==> src/include/dpic_pkg.sv <==
// Constants, types and register map of the two-level interrupt controller.
package dpic_pkg;

    // =====================================================================
    // Register map
    // =====================================================================
    // Special-function addresses of the three controller registers.
    localparam logic [7:0] DPIC_MAIN_ENABLE_ADDR  = 8'h0A8;
    localparam logic [7:0] DPIC_SEC_EN_PRIO_ADDR  = 8'h0A9;
    localparam logic [7:0] DPIC_PRIM_PRIO_ADDR    = 8'h0B8;

    // Power-on values of the registers.
    localparam logic [7:0] DPIC_MAIN_ENABLE_RST   = 8'h00;
    localparam logic [7:0] DPIC_SEC_EN_PRIO_RST   = 8'hA0;
    localparam logic [7:0] DPIC_PRIM_PRIO_RST     = 8'h00;

    // Value returned for an address that holds no register.
    localparam logic [7:0] DPIC_UNMAPPED_RDATA    = 8'h00;

    // =====================================================================
    // Field positions
    // =====================================================================
    // Main enable register.
    localparam int DPIC_GLOBAL_EN_BIT  = 7;
    localparam int DPIC_ADC_BIT        = 6;
    localparam int DPIC_TIMER2_BIT     = 5;
    localparam int DPIC_UART_BIT       = 4;
    localparam int DPIC_TIMER1_BIT     = 3;
    localparam int DPIC_EXT1_BIT       = 2;
    localparam int DPIC_TIMER0_BIT     = 1;
    localparam int DPIC_EXT0_BIT       = 0;
    // Primary priority register reserved bit.
    localparam int DPIC_PRIM_RSVD_BIT  = 7;
    // Secondary enable and priority register.
    localparam int DPIC_SEC_RSVD_HI_BIT   = 7;
    localparam int DPIC_TIC_PRIO_BIT      = 6;
    localparam int DPIC_PSM_PRIO_BIT      = 5;
    localparam int DPIC_SERIAL_PRIO_BIT   = 4;
    localparam int DPIC_SEC_RSVD_LO_BIT   = 3;
    localparam int DPIC_TIC_EN_BIT        = 2;
    localparam int DPIC_PSM_EN_BIT        = 1;
    localparam int DPIC_SERIAL_EN_BIT     = 0;
    // Reserved bit 7 of the secondary register reads back as one.
    localparam logic DPIC_SEC_RSVD_HI_VAL = 1'b1;

    // =====================================================================
    // Sources in polling order, index 0 is polled first
    // =====================================================================
    localparam int DPIC_NUM_SRC  = 11;
    localparam int DPIC_SRC_PSM  = 0;
    localparam int DPIC_SRC_WDOG = 1;
    localparam int DPIC_SRC_EXT0 = 2;
    localparam int DPIC_SRC_ADC  = 3;
    localparam int DPIC_SRC_TMR0 = 4;
    localparam int DPIC_SRC_EXT1 = 5;
    localparam int DPIC_SRC_TMR1 = 6;
    localparam int DPIC_SRC_SER  = 7;
    localparam int DPIC_SRC_UART = 8;
    localparam int DPIC_SRC_TMR2 = 9;
    localparam int DPIC_SRC_TIC  = 10;

    // Vector address of each source, listed in polling order.
    localparam logic [15:0] DPIC_VECTOR [DPIC_NUM_SRC] = '{
        16'h0043, 16'h005B, 16'h0003, 16'h0033, 16'h000B, 16'h0013,
        16'h001B, 16'h003B, 16'h0023, 16'h002B, 16'h0053
    };

    // =====================================================================
    // Types
    // =====================================================================
    // Call sequencer states.
    typedef enum logic [1:0] {
        DPIC_ST_IDLE = 2'b00,
        DPIC_ST_PUSH = 2'b01,
        DPIC_ST_LOAD = 2'b10
    } dpic_state_type;

    // Everything the core needs to perform one interrupt call.
    typedef struct packed {
        logic [15:0]             push_pc;    // Program counter to push.
        logic [15:0]             vector;     // Address to load afterwards.
        logic                    high_level; // Call runs at the high level.
        logic [DPIC_NUM_SRC-1:0] taken_src;  // One-hot source being served.
    } dpic_call_type;

endpackage

==> src/core/dpic_ctrl.sv <==
// Two-level, eleven-source interrupt controller with fixed vectors.
//
// Functional notes
// - Enable bit 7 gates all maskable sources.
// - Enable bits 6..0 per primary source.
// - Primary priority bits 6..0, bit 7 reserved.
// - Secondary priority bits 6,5,4 for three sources.
// - Secondary enable bits 2,1,0 for three sources.
// - Reset values A0 and 00; no bit access.
// - High level may preempt low-level service.
// - High level wins over simultaneous low.
// - Same level never preempts a running routine.
// - Fixed polling order resolves same-level ties.
// - Push program counter, then load vector.
// - Vectors for externals, timers and serial.
// - Vectors for ADC, SPI, monitor, interval, watchdog.
// - Watchdog select turns timeout into interrupt.
// - Watchdog always runs at high level.
// - Global enable never blocks watchdog.
// - Watchdog interrupts only with nonzero timeout.
// - Main enable at A8, resets to 00.
//
// Added by the designer: the address-and-strobe port.
`timescale 1ns/1ps

module dpic_ctrl
    import dpic_pkg::*;
(
    // Clock and reset.
    input  wire  logic                    ref_clk,
    input  wire  logic                    rst,
    // Register port.
    input  wire  logic [7:0]              reg_addr,
    input  wire  logic [7:0]              reg_wdata,
    input  wire  logic                    reg_wr,
    input  wire  logic                    reg_rd,
    output logic       [7:0]              reg_rdata,
    // Peripheral request flags, level sensitive.
    input  wire  logic                    supply_monitor_flag,
    input  wire  logic                    watchdog_timeout_flag,
    input  wire  logic                    watchdog_irq_select,
    input  wire  logic                    watchdog_timeout_nonzero,
    input  wire  logic                    ext0_request_flag,
    input  wire  logic                    primary_adc_ready,
    input  wire  logic                    aux_adc_ready,
    input  wire  logic                    timer0_overflow_flag,
    input  wire  logic                    ext1_request_flag,
    input  wire  logic                    timer1_overflow_flag,
    input  wire  logic                    twowire_irq_flag,
    input  wire  logic                    spi_irq_flag,
    input  wire  logic                    uart_rx_done_flag,
    input  wire  logic                    uart_tx_done_flag,
    input  wire  logic                    timer2_overflow_flag,
    input  wire  logic                    timer2_external_flag,
    input  wire  logic                    interval_counter_flag,
    // Processor core handshake.
    input  wire  logic [15:0]             core_pc,
    input  wire  logic                    core_boundary,
    input  wire  logic                    core_reti,
    output logic                          irq_pending,
    output logic                          call_push,
    output logic                          call_load,
    output dpic_call_type                 call_info,
    output logic                          watchdog_reset_req,
    output logic [1:0]                    in_service
);

    // =====================================================================
    // Storage
    // =====================================================================
    logic [7:0]              main_enable_r;   // Global and primary enables.
    logic [7:0]              prim_prio_r;     // Primary priority selections.
    logic [6:0]              sec_en_prio_r;   // Secondary bits 6..0.
    logic [7:0]              reg_rdata_r;     // Read data, one cycle late.
    logic                    hi_active_r;     // High-level routine running.
    logic                    lo_active_r;     // Low-level routine running.
    dpic_state_type          state_r;         // Call sequencer state.
    dpic_call_type           call_r;          // Call being performed.
    logic                    push_r;          // Push strobe to the core.
    logic                    load_r;          // Load strobe to the core.
    logic                    pending_r;       // Some request wins arbitration.
    logic                    wd_reset_r;      // Watchdog reset request.

    // =====================================================================
    // Request gathering
    // =====================================================================
    logic [DPIC_NUM_SRC-1:0] raw_req;         // Flags in polling order.
    logic [DPIC_NUM_SRC-1:0] enabled;         // Enable applied per source.
    logic [DPIC_NUM_SRC-1:0] high_sel;        // Source runs at high level.
    logic [DPIC_NUM_SRC-1:0] eligible;        // Passing all gates.
    logic [DPIC_NUM_SRC-1:0] hi_req;          // Eligible at high level.
    logic [DPIC_NUM_SRC-1:0] lo_req;          // Eligible at low level.
    logic                    global_en;       // Global maskable enable.

    // Shared-vector flags are merged into one request per vector.
    always_comb begin
        // Cleared first, then set per source.
        raw_req                = '0;
        raw_req[DPIC_SRC_PSM]  = supply_monitor_flag;
        raw_req[DPIC_SRC_WDOG] = watchdog_timeout_flag & watchdog_irq_select
                                 & watchdog_timeout_nonzero;
        raw_req[DPIC_SRC_EXT0] = ext0_request_flag;
        raw_req[DPIC_SRC_ADC]  = primary_adc_ready | aux_adc_ready;
        raw_req[DPIC_SRC_TMR0] = timer0_overflow_flag;
        raw_req[DPIC_SRC_EXT1] = ext1_request_flag;
        raw_req[DPIC_SRC_TMR1] = timer1_overflow_flag;
        raw_req[DPIC_SRC_SER]  = twowire_irq_flag | spi_irq_flag;
        raw_req[DPIC_SRC_UART] = uart_rx_done_flag | uart_tx_done_flag;
        raw_req[DPIC_SRC_TMR2] = timer2_overflow_flag | timer2_external_flag;
        raw_req[DPIC_SRC_TIC]  = interval_counter_flag;
    end

    // Each source except the watchdog is gated by its own enable and by the global one.
    always_comb begin
        global_en              = main_enable_r[DPIC_GLOBAL_EN_BIT];
        enabled                = '0;
        enabled[DPIC_SRC_PSM]  = global_en & sec_en_prio_r[DPIC_PSM_EN_BIT];
        enabled[DPIC_SRC_WDOG] = 1'b1;
        enabled[DPIC_SRC_EXT0] = global_en & main_enable_r[DPIC_EXT0_BIT];
        enabled[DPIC_SRC_ADC]  = global_en & main_enable_r[DPIC_ADC_BIT];
        enabled[DPIC_SRC_TMR0] = global_en & main_enable_r[DPIC_TIMER0_BIT];
        enabled[DPIC_SRC_EXT1] = global_en & main_enable_r[DPIC_EXT1_BIT];
        enabled[DPIC_SRC_TMR1] = global_en & main_enable_r[DPIC_TIMER1_BIT];
        enabled[DPIC_SRC_SER]  = global_en & sec_en_prio_r[DPIC_SERIAL_EN_BIT];
        enabled[DPIC_SRC_UART] = global_en & main_enable_r[DPIC_UART_BIT];
        enabled[DPIC_SRC_TMR2] = global_en & main_enable_r[DPIC_TIMER2_BIT];
        enabled[DPIC_SRC_TIC]  = global_en & sec_en_prio_r[DPIC_TIC_EN_BIT];
    end

    // Priority level of each source, one meaning high.
    always_comb begin
        high_sel                = '0;
        high_sel[DPIC_SRC_PSM]  = sec_en_prio_r[DPIC_PSM_PRIO_BIT];
        high_sel[DPIC_SRC_WDOG] = 1'b1;
        high_sel[DPIC_SRC_EXT0] = prim_prio_r[DPIC_EXT0_BIT];
        high_sel[DPIC_SRC_ADC]  = prim_prio_r[DPIC_ADC_BIT];
        high_sel[DPIC_SRC_TMR0] = prim_prio_r[DPIC_TIMER0_BIT];
        high_sel[DPIC_SRC_EXT1] = prim_prio_r[DPIC_EXT1_BIT];
        high_sel[DPIC_SRC_TMR1] = prim_prio_r[DPIC_TIMER1_BIT];
        high_sel[DPIC_SRC_SER]  = sec_en_prio_r[DPIC_SERIAL_PRIO_BIT];
        high_sel[DPIC_SRC_UART] = prim_prio_r[DPIC_UART_BIT];
        high_sel[DPIC_SRC_TMR2] = prim_prio_r[DPIC_TIMER2_BIT];
        high_sel[DPIC_SRC_TIC]  = sec_en_prio_r[DPIC_TIC_PRIO_BIT];
    end

    // A high request waits only for a high routine; a low one waits for any routine.
    always_comb begin
        // Flag and enable both needed.
        eligible = raw_req & enabled;
        hi_req   = (hi_active_r) ? '0 : (eligible & high_sel);
        lo_req   = (hi_active_r | lo_active_r) ? '0 : (eligible & ~high_sel);
    end

    // =====================================================================
    // Arbitration
    // =====================================================================
    logic [DPIC_NUM_SRC-1:0] level_req;       // Requests of the winning level.
    logic                    win_high;        // Winner is at high level.
    logic                    win_valid;       // Some request wins.
    logic [DPIC_NUM_SRC-1:0] win_onehot;      // Winning source, one-hot.
    logic [15:0]             win_vector;      // Vector of the winner.

    // High level is served first, then the lowest polling index within it.
    always_comb begin
        win_high   = |hi_req;
        level_req  = win_high ? hi_req : lo_req;
        win_valid  = |level_req;
        // Defaults when nothing wins.
        win_onehot = '0;
        win_vector = '0;
        for (int i = DPIC_NUM_SRC - 1; i >= 0; i--) begin
            // Lower index written last, so it wins.
            if (level_req[i]) begin
                win_onehot    = '0;
                win_onehot[i] = 1'b1;
                win_vector    = DPIC_VECTOR[i];
            end
        end
    end

    // =====================================================================
    // Register writes
    // =====================================================================
    // Main enable register holds plain read-write bits.
    always_ff @(posedge ref_clk) begin
        if (rst) begin
            main_enable_r <= DPIC_MAIN_ENABLE_RST;
        end else if (reg_wr && reg_addr == DPIC_MAIN_ENABLE_ADDR) begin
            // Whole byte replaced.
            main_enable_r <= reg_wdata;
        end
    end

    // Primary priority register; the reserved bit always stays zero.
    always_ff @(posedge ref_clk) begin
        if (rst) begin
            prim_prio_r <= DPIC_PRIM_PRIO_RST;
        end else if (reg_wr && reg_addr == DPIC_PRIM_PRIO_ADDR) begin
            // Reserved bit cleared below.
            prim_prio_r                     <= reg_wdata;
            prim_prio_r[DPIC_PRIM_RSVD_BIT] <= 1'b0;
        end
    end

    // Secondary register; bit 3 is held at zero whatever software writes.
    always_ff @(posedge ref_clk) begin
        if (rst) begin
            sec_en_prio_r <= DPIC_SEC_EN_PRIO_RST[6:0];
        end else if (reg_wr && reg_addr == DPIC_SEC_EN_PRIO_ADDR) begin
            // Top bit is not stored.
            sec_en_prio_r                       <= reg_wdata[6:0];
            sec_en_prio_r[DPIC_SEC_RSVD_LO_BIT] <= 1'b0;
        end
    end

    // =====================================================================
    // Register reads
    // =====================================================================
    // Read data appears in the cycle after the read strobe; unmapped reads give zero.
    always_ff @(posedge ref_clk) begin
        if (rst) begin
            // Bus reads zero in reset.
            reg_rdata_r <= DPIC_UNMAPPED_RDATA;
        end else if (reg_rd) begin
            case (reg_addr)
                DPIC_MAIN_ENABLE_ADDR: begin
                    // Stored byte as written.
                    reg_rdata_r <= main_enable_r;
                end
                DPIC_PRIM_PRIO_ADDR: begin
                    // Reserved bit reads zero.
                    reg_rdata_r <= prim_prio_r;
                end
                DPIC_SEC_EN_PRIO_ADDR: begin
                    // Reserved top bit reads as one.
                    reg_rdata_r <= {DPIC_SEC_RSVD_HI_VAL, sec_en_prio_r};
                end
                default: begin
                    // Unmapped address reads zero.
                    reg_rdata_r <= DPIC_UNMAPPED_RDATA;
                end
            endcase
        end else begin
            // Data stands one cycle only.
            reg_rdata_r <= DPIC_UNMAPPED_RDATA;
        end
    end

    // =====================================================================
    // Call sequencer
    // =====================================================================
    // Idle waits for a winner at an instruction boundary, then pushes and loads.
    always_ff @(posedge ref_clk) begin
        if (rst) begin
            // No call in flight.
            state_r <= DPIC_ST_IDLE;
            call_r  <= '0;
            push_r  <= 1'b0;
            load_r  <= 1'b0;
        end else begin
            // Strobes are one-cycle pulses.
            push_r <= 1'b0;
            load_r <= 1'b0;
            case (state_r)
                DPIC_ST_IDLE: begin
                    // Winner is frozen here so later flag changes cannot alter the call.
                    if (win_valid && core_boundary) begin
                        call_r.push_pc    <= core_pc;
                        call_r.vector     <= win_vector;
                        call_r.high_level <= win_high;
                        call_r.taken_src  <= win_onehot;
                        push_r            <= 1'b1;
                        state_r           <= DPIC_ST_PUSH;
                    end
                end
                DPIC_ST_PUSH: begin
                    load_r  <= 1'b1;
                    state_r <= DPIC_ST_LOAD;
                end
                DPIC_ST_LOAD: begin
                    // Call done; may accept again.
                    state_r <= DPIC_ST_IDLE;
                end
                default: begin
                    // Unused code returns to idle.
                    state_r <= DPIC_ST_IDLE;
                end
            endcase
        end
    end

    // =====================================================================
    // In-service tracking
    // =====================================================================
    // A return ends the highest running level; a new call sets its level and
    // is written last so that a set in the same cycle wins over the clear.
    always_ff @(posedge ref_clk) begin
        if (rst) begin
            // Nothing in service.
            hi_active_r <= 1'b0;
            lo_active_r <= 1'b0;
        end else begin
            if (core_reti) begin
                // Highest running level ends.
                if (hi_active_r) begin
                    hi_active_r <= 1'b0;
                end else begin
                    lo_active_r <= 1'b0;
                end
            end

            if (state_r == DPIC_ST_IDLE && win_valid && core_boundary) begin
                if (win_high) begin
                    hi_active_r <= 1'b1;
                end else begin
                    lo_active_r <= 1'b1;
                end
            end
        end
    end

    // =====================================================================
    // Status outputs
    // =====================================================================
    // Pending shows a request that wins arbitration; the watchdog reset request fires when
    // a timeout arrives while the watchdog interrupt select is low.
    always_ff @(posedge ref_clk) begin
        if (rst) begin
            // Quiet after reset.
            pending_r  <= 1'b0;
            wd_reset_r <= 1'b0;
        end else begin
            // Arbiter result, one cycle late.
            pending_r  <= win_valid;
            wd_reset_r <= watchdog_timeout_flag & ~watchdog_irq_select;
        end
    end

    // Outputs come straight from flip-flops.
    assign reg_rdata          = reg_rdata_r;
    assign irq_pending        = pending_r;
    assign call_push          = push_r;
    assign call_load          = load_r;
    assign call_info          = call_r;
    assign watchdog_reset_req = wd_reset_r;
    assign in_service         = {hi_active_r, lo_active_r};

endmodule // dpic_ctrl

==> config.mk <==
export PLATFORM = sky130hd
export DESIGN_NAME = dpic_ctrl
export DESIGN_NICKNAME = d
export VERILOG_FILES = /design/src/include/dpic_pkg.sv /design/src/core/dpic_ctrl.sv
export SDC_FILE = /design/constraint.sdc
export NUM_CORES = 1
export LEC_CHECK = 0
export ABC_AREA = 1
export BUFFER_PORTS_ARGS = -buffer_cell sky130_fd_sc_hd__buf_2
export CORE_MARGIN = 4
export CORE_UTILIZATION = 40
export DETAILED_ROUTE_END_ITERATION = 10
export PLACE_DENSITY = 0.64
export RECOVER_POWER = 50
export SLEW_MARGIN = 20
export SYNTH_ARGS = -nofsm -noshare
export SYNTH_HDL_FRONTEND = slang
export SYNTH_SLANG_ARGS = --single-unit
==> constraint.sdc <==
create_clock -name ref_clk -period 5.4 [get_ports ref_clk]
set_clock_uncertainty 0.1 [all_clocks]
set_input_delay 0.27 -clock ref_clk [delete_from_list [all_inputs] [get_ports ref_clk]]
set_output_delay 0.27 -clock ref_clk [all_outputs]
set_load 0.1 [all_outputs]
==> impl_metrics.env <==
export IMPL_rows=32
export IMPL_synth_area_mm2=0.00332
export IMPL_grt_usage_pct=18.1
export IMPL_max_cap_violations=1
export IMPL_grt_pass1_wl_mm=14.6
export IMPL_synth_top_family_by_area="simple AND/OR/NAND/NOR gates"
export IMPL_gp_congestion=0.928
export IMPL_path_class="flop to flop"
export IMPL_core_region_area_mm2=0.00789
export IMPL_syn_avg_cell_area_um2=6.95
export IMPL_status="finished, violations left"
export IMPL_via_count=3278
export IMPL_ioPinCount=113
export IMPL_finalHoldViolCount=0
export IMPL_layout_nets=625
export IMPL_clk_latency_ns=0.35
export IMPL_worst_path_max_delay_cell="dfxtp_1"
export IMPL_critPathMaxFanout=34
export IMPL_h_tree_depth=3
export IMPL_drt_initial_drc_count=136
export IMPL_port_buffers=102
export IMPL_synthSimpleGateAreaFrac_pct=28.5
export IMPL_violations="max-capacitance violations, max-slew violations"
export IMPL_die_area_mm2=0.00983
export IMPL_post_cts_resized=0
export IMPL_cp_slowest_stage_delay_ns=0.68
export IMPL_cts_sinks=70
export IMPL_place_ws_ns=2.21
export IMPL_cts_hold_buf=0
export IMPL_cts_tree="yes"
export IMPL_wl_per_cell_um=13.0
export IMPL_async_flop_share_pct=0
export IMPL_drv_slew=51
export IMPL_path_clk_slew_ns=0.08
export IMPL_worstPathArrival_ns=3.42
export IMPL_worstPathRequired_ns=5.58
export IMPL_ys_flop_type="dfxtp_1"
export IMPL_yosysSeqAreaShare_pct=42.2
export IMPL_numCtsBuffers=9
export IMPL_syn_inst=478
export IMPL_worst_setup_path_end_kind="flop"
export IMPL_drc=0
export IMPL_grt_pass1_vias=3096
export IMPL_clock_path_buffers=2
export IMPL_cellLeakagePower_nw=1.87
export IMPL_start_util_pct=42.1
export IMPL_synth_edf_count=0
export IMPL_final_common_cell="nor2_1"
export IMPL_irDropWorstVdd_uv=143
export IMPL_antennaDiodeCount=0
export IMPL_fin_setup_tns_ns=0
export IMPL_synth_area_leaders="dfxtp_1 42%, nor2_1 11%, nand2_1 7.9%"
export IMPL_grt_setup_unrepaired="false"
export IMPL_synth_compound_gate_area_share_pct=15.5
export IMPL_setup_ws_ns=2.17
export IMPL_final_core_util_pct=50.0
export IMPL_drive_above_1_share_pct=15.7
export IMPL_syn2layout_area_growth_pct=18.6
export IMPL_overflow=0
export IMPL_grt_max_degree=51
export IMPL_hold_path_class="primary input to flop"
export IMPL_fin_crit_ns=3.23
export IMPL_synth_xor_area_share_pct=0
export IMPL_post_route_period_util_pct=59.9
export IMPL_routed_wl_mm=8.83
export IMPL_worst_pin_slew_ns=1.81
export IMPL_slew_headroom_pct=-20.4
export IMPL_routed_via_density=4.84
export IMPL_crit_chain="inv_1, nand4_1, nand2_1, nor2_2, nand3_4, o21ai_1, inv_1, nand2_1, nor2_2, nand3_2, nand2_4, inv_4, o21ai_0, nor2_1"
export IMPL_synthDistinctLibCells=29
export IMPL_layout_common_cells="93 x nor2_1, 70 x nand2_1, 70 x dfxtp_1"
export IMPL_drtAntennaViolNets=0
export IMPL_critPathLaunchType="flop"
export IMPL_fp_dieW_um=99.1
export IMPL_power_density_mw_per_mm2=354
export IMPL_synth_warnings=0
export IMPL_synthAdderAreaFrac_pct=0
export IMPL_muxShareOfSynthArea_pct=0
export IMPL_synth_area_leader_cell="dfxtp_1"
export IMPL_cts_setup_buffers=0
export IMPL_drtPass1Iterations=5
export IMPL_max_freq_mhz=309
export IMPL_yosysTopAreaCellShare_pct=42.2
export IMPL_dieHeight_um=99.1
export IMPL_ys_ff_latch=70
export IMPL_grt_antenna_before_repair=0
export IMPL_post_dp_hpwl_mm=6.62
export IMPL_setup_violations=0
export IMPL_root_buffer="clkbuf_8"
export IMPL_fin_hold_ws_ns=0.0210
flip-flops by register name, indices dropped and copies added (netlist names):
register / flops
lo_active_r: 1
call_info: 33
call_load: 1
sec_en_prio_r: 6
state_r: 2
hi_active_r: 1
reg_rdata: 8
watchdog_reset_req: 1
call_push: 1
irq_pending: 1
prim_prio_r: 7
main_enable_r: 8
cell type report:
class	instances	area (µm²)
timing repair buffer	103	454
clock buffer	9	124
sequential	70	1400
fill	862	3950
clock inverter	7	104
inverter	61	231
tap	102	128
multi-input combinational	325	1500
per-layer routing:
metal  wire [µm]  global-route usage, %  vias up  part of all wire [%]
met5           0                      0        -                     0
met4         153                   6.93        0                   1.7
met3         624                   4.07       16                   7.1
met2        4040                   28.7      111                    46
met1        4010                   24.0     1457                    45
li1            -                      -     1694                     -
final timing paths:
| kind | slack (ns) | cells past startpoint | endpoint | start |
|---|---|---|---|---|
| min | 0.02 | 2 | watchdog_reset_req$_SDFF_PP0_ | watchdog_irq_select |
| max | 2.17 | 14 | call_info[0]$_SDFFE_PP0P_ | hi_active_r$_SDFF_PP0_ |
| min reg2reg | 0.34 | 1 | call_load$_SDFF_PP0_ | state_r[1]$_SDFFE_PP0P_ |
| max reg2reg | 2.17 | 14 | call_info[0]$_SDFFE_PP0P_ | hi_active_r$_SDFF_PP0_ |
power by group:
part	leakage, nW	switching [mW]	internal, mW
registers	0.570	0.0142	0.542
clock network	0.115	0.219	0.267
logic	1.18	0.298	0.0517
cells in the mapped netlist, types with 2 or more instances:
master	count
o21ai_0	49
o21ai_1	7
nand4_1	12
a21oi_1	35
nand2_2	2
and2_1	2
nor2_4	2
nand2_1	70
dfxtp_1	70
o22ai_1	7
inv_1	58
inv_2	2
buf_6	7
buf_4	15
nor2_2	9
nand3_1	16
nor3_1	3
clkbuf_1	9
nor2_1	93
worst max-delay path: cells and delay by family (launching register included):
family          cells  cell delay, ns
buf+inv             3            0.53
simple gates        9            1.39
compound gates      2            0.47
flops               1            0.68
logic make-up after synthesis:
| family | count (synthesis) |
|---|---|
| AND/OR/NAND/NOR | 215 |
| flip-flops | 70 |
| other | 1 |
| AO/OA/AOI/OAI | 100 |
| buffers and inverters | 92 |
stage by stage:
| step | power [mW] | std cells | instance area (µm²) |
|---|---|---|---|
| after floorplan | 0.877 | 487 | 3360 |
| after global placement | 0.924 | 661 | 3780 |
| after detailed placement | 0.927 | 661 | 3780 |
| after CTS | 1.41 | 677 | 4000 |
| after global routing | 1.45 | 677 | 3940 |
| final | 1.39 | 677 | 3940 |
(Power assumes the default switching activity.)
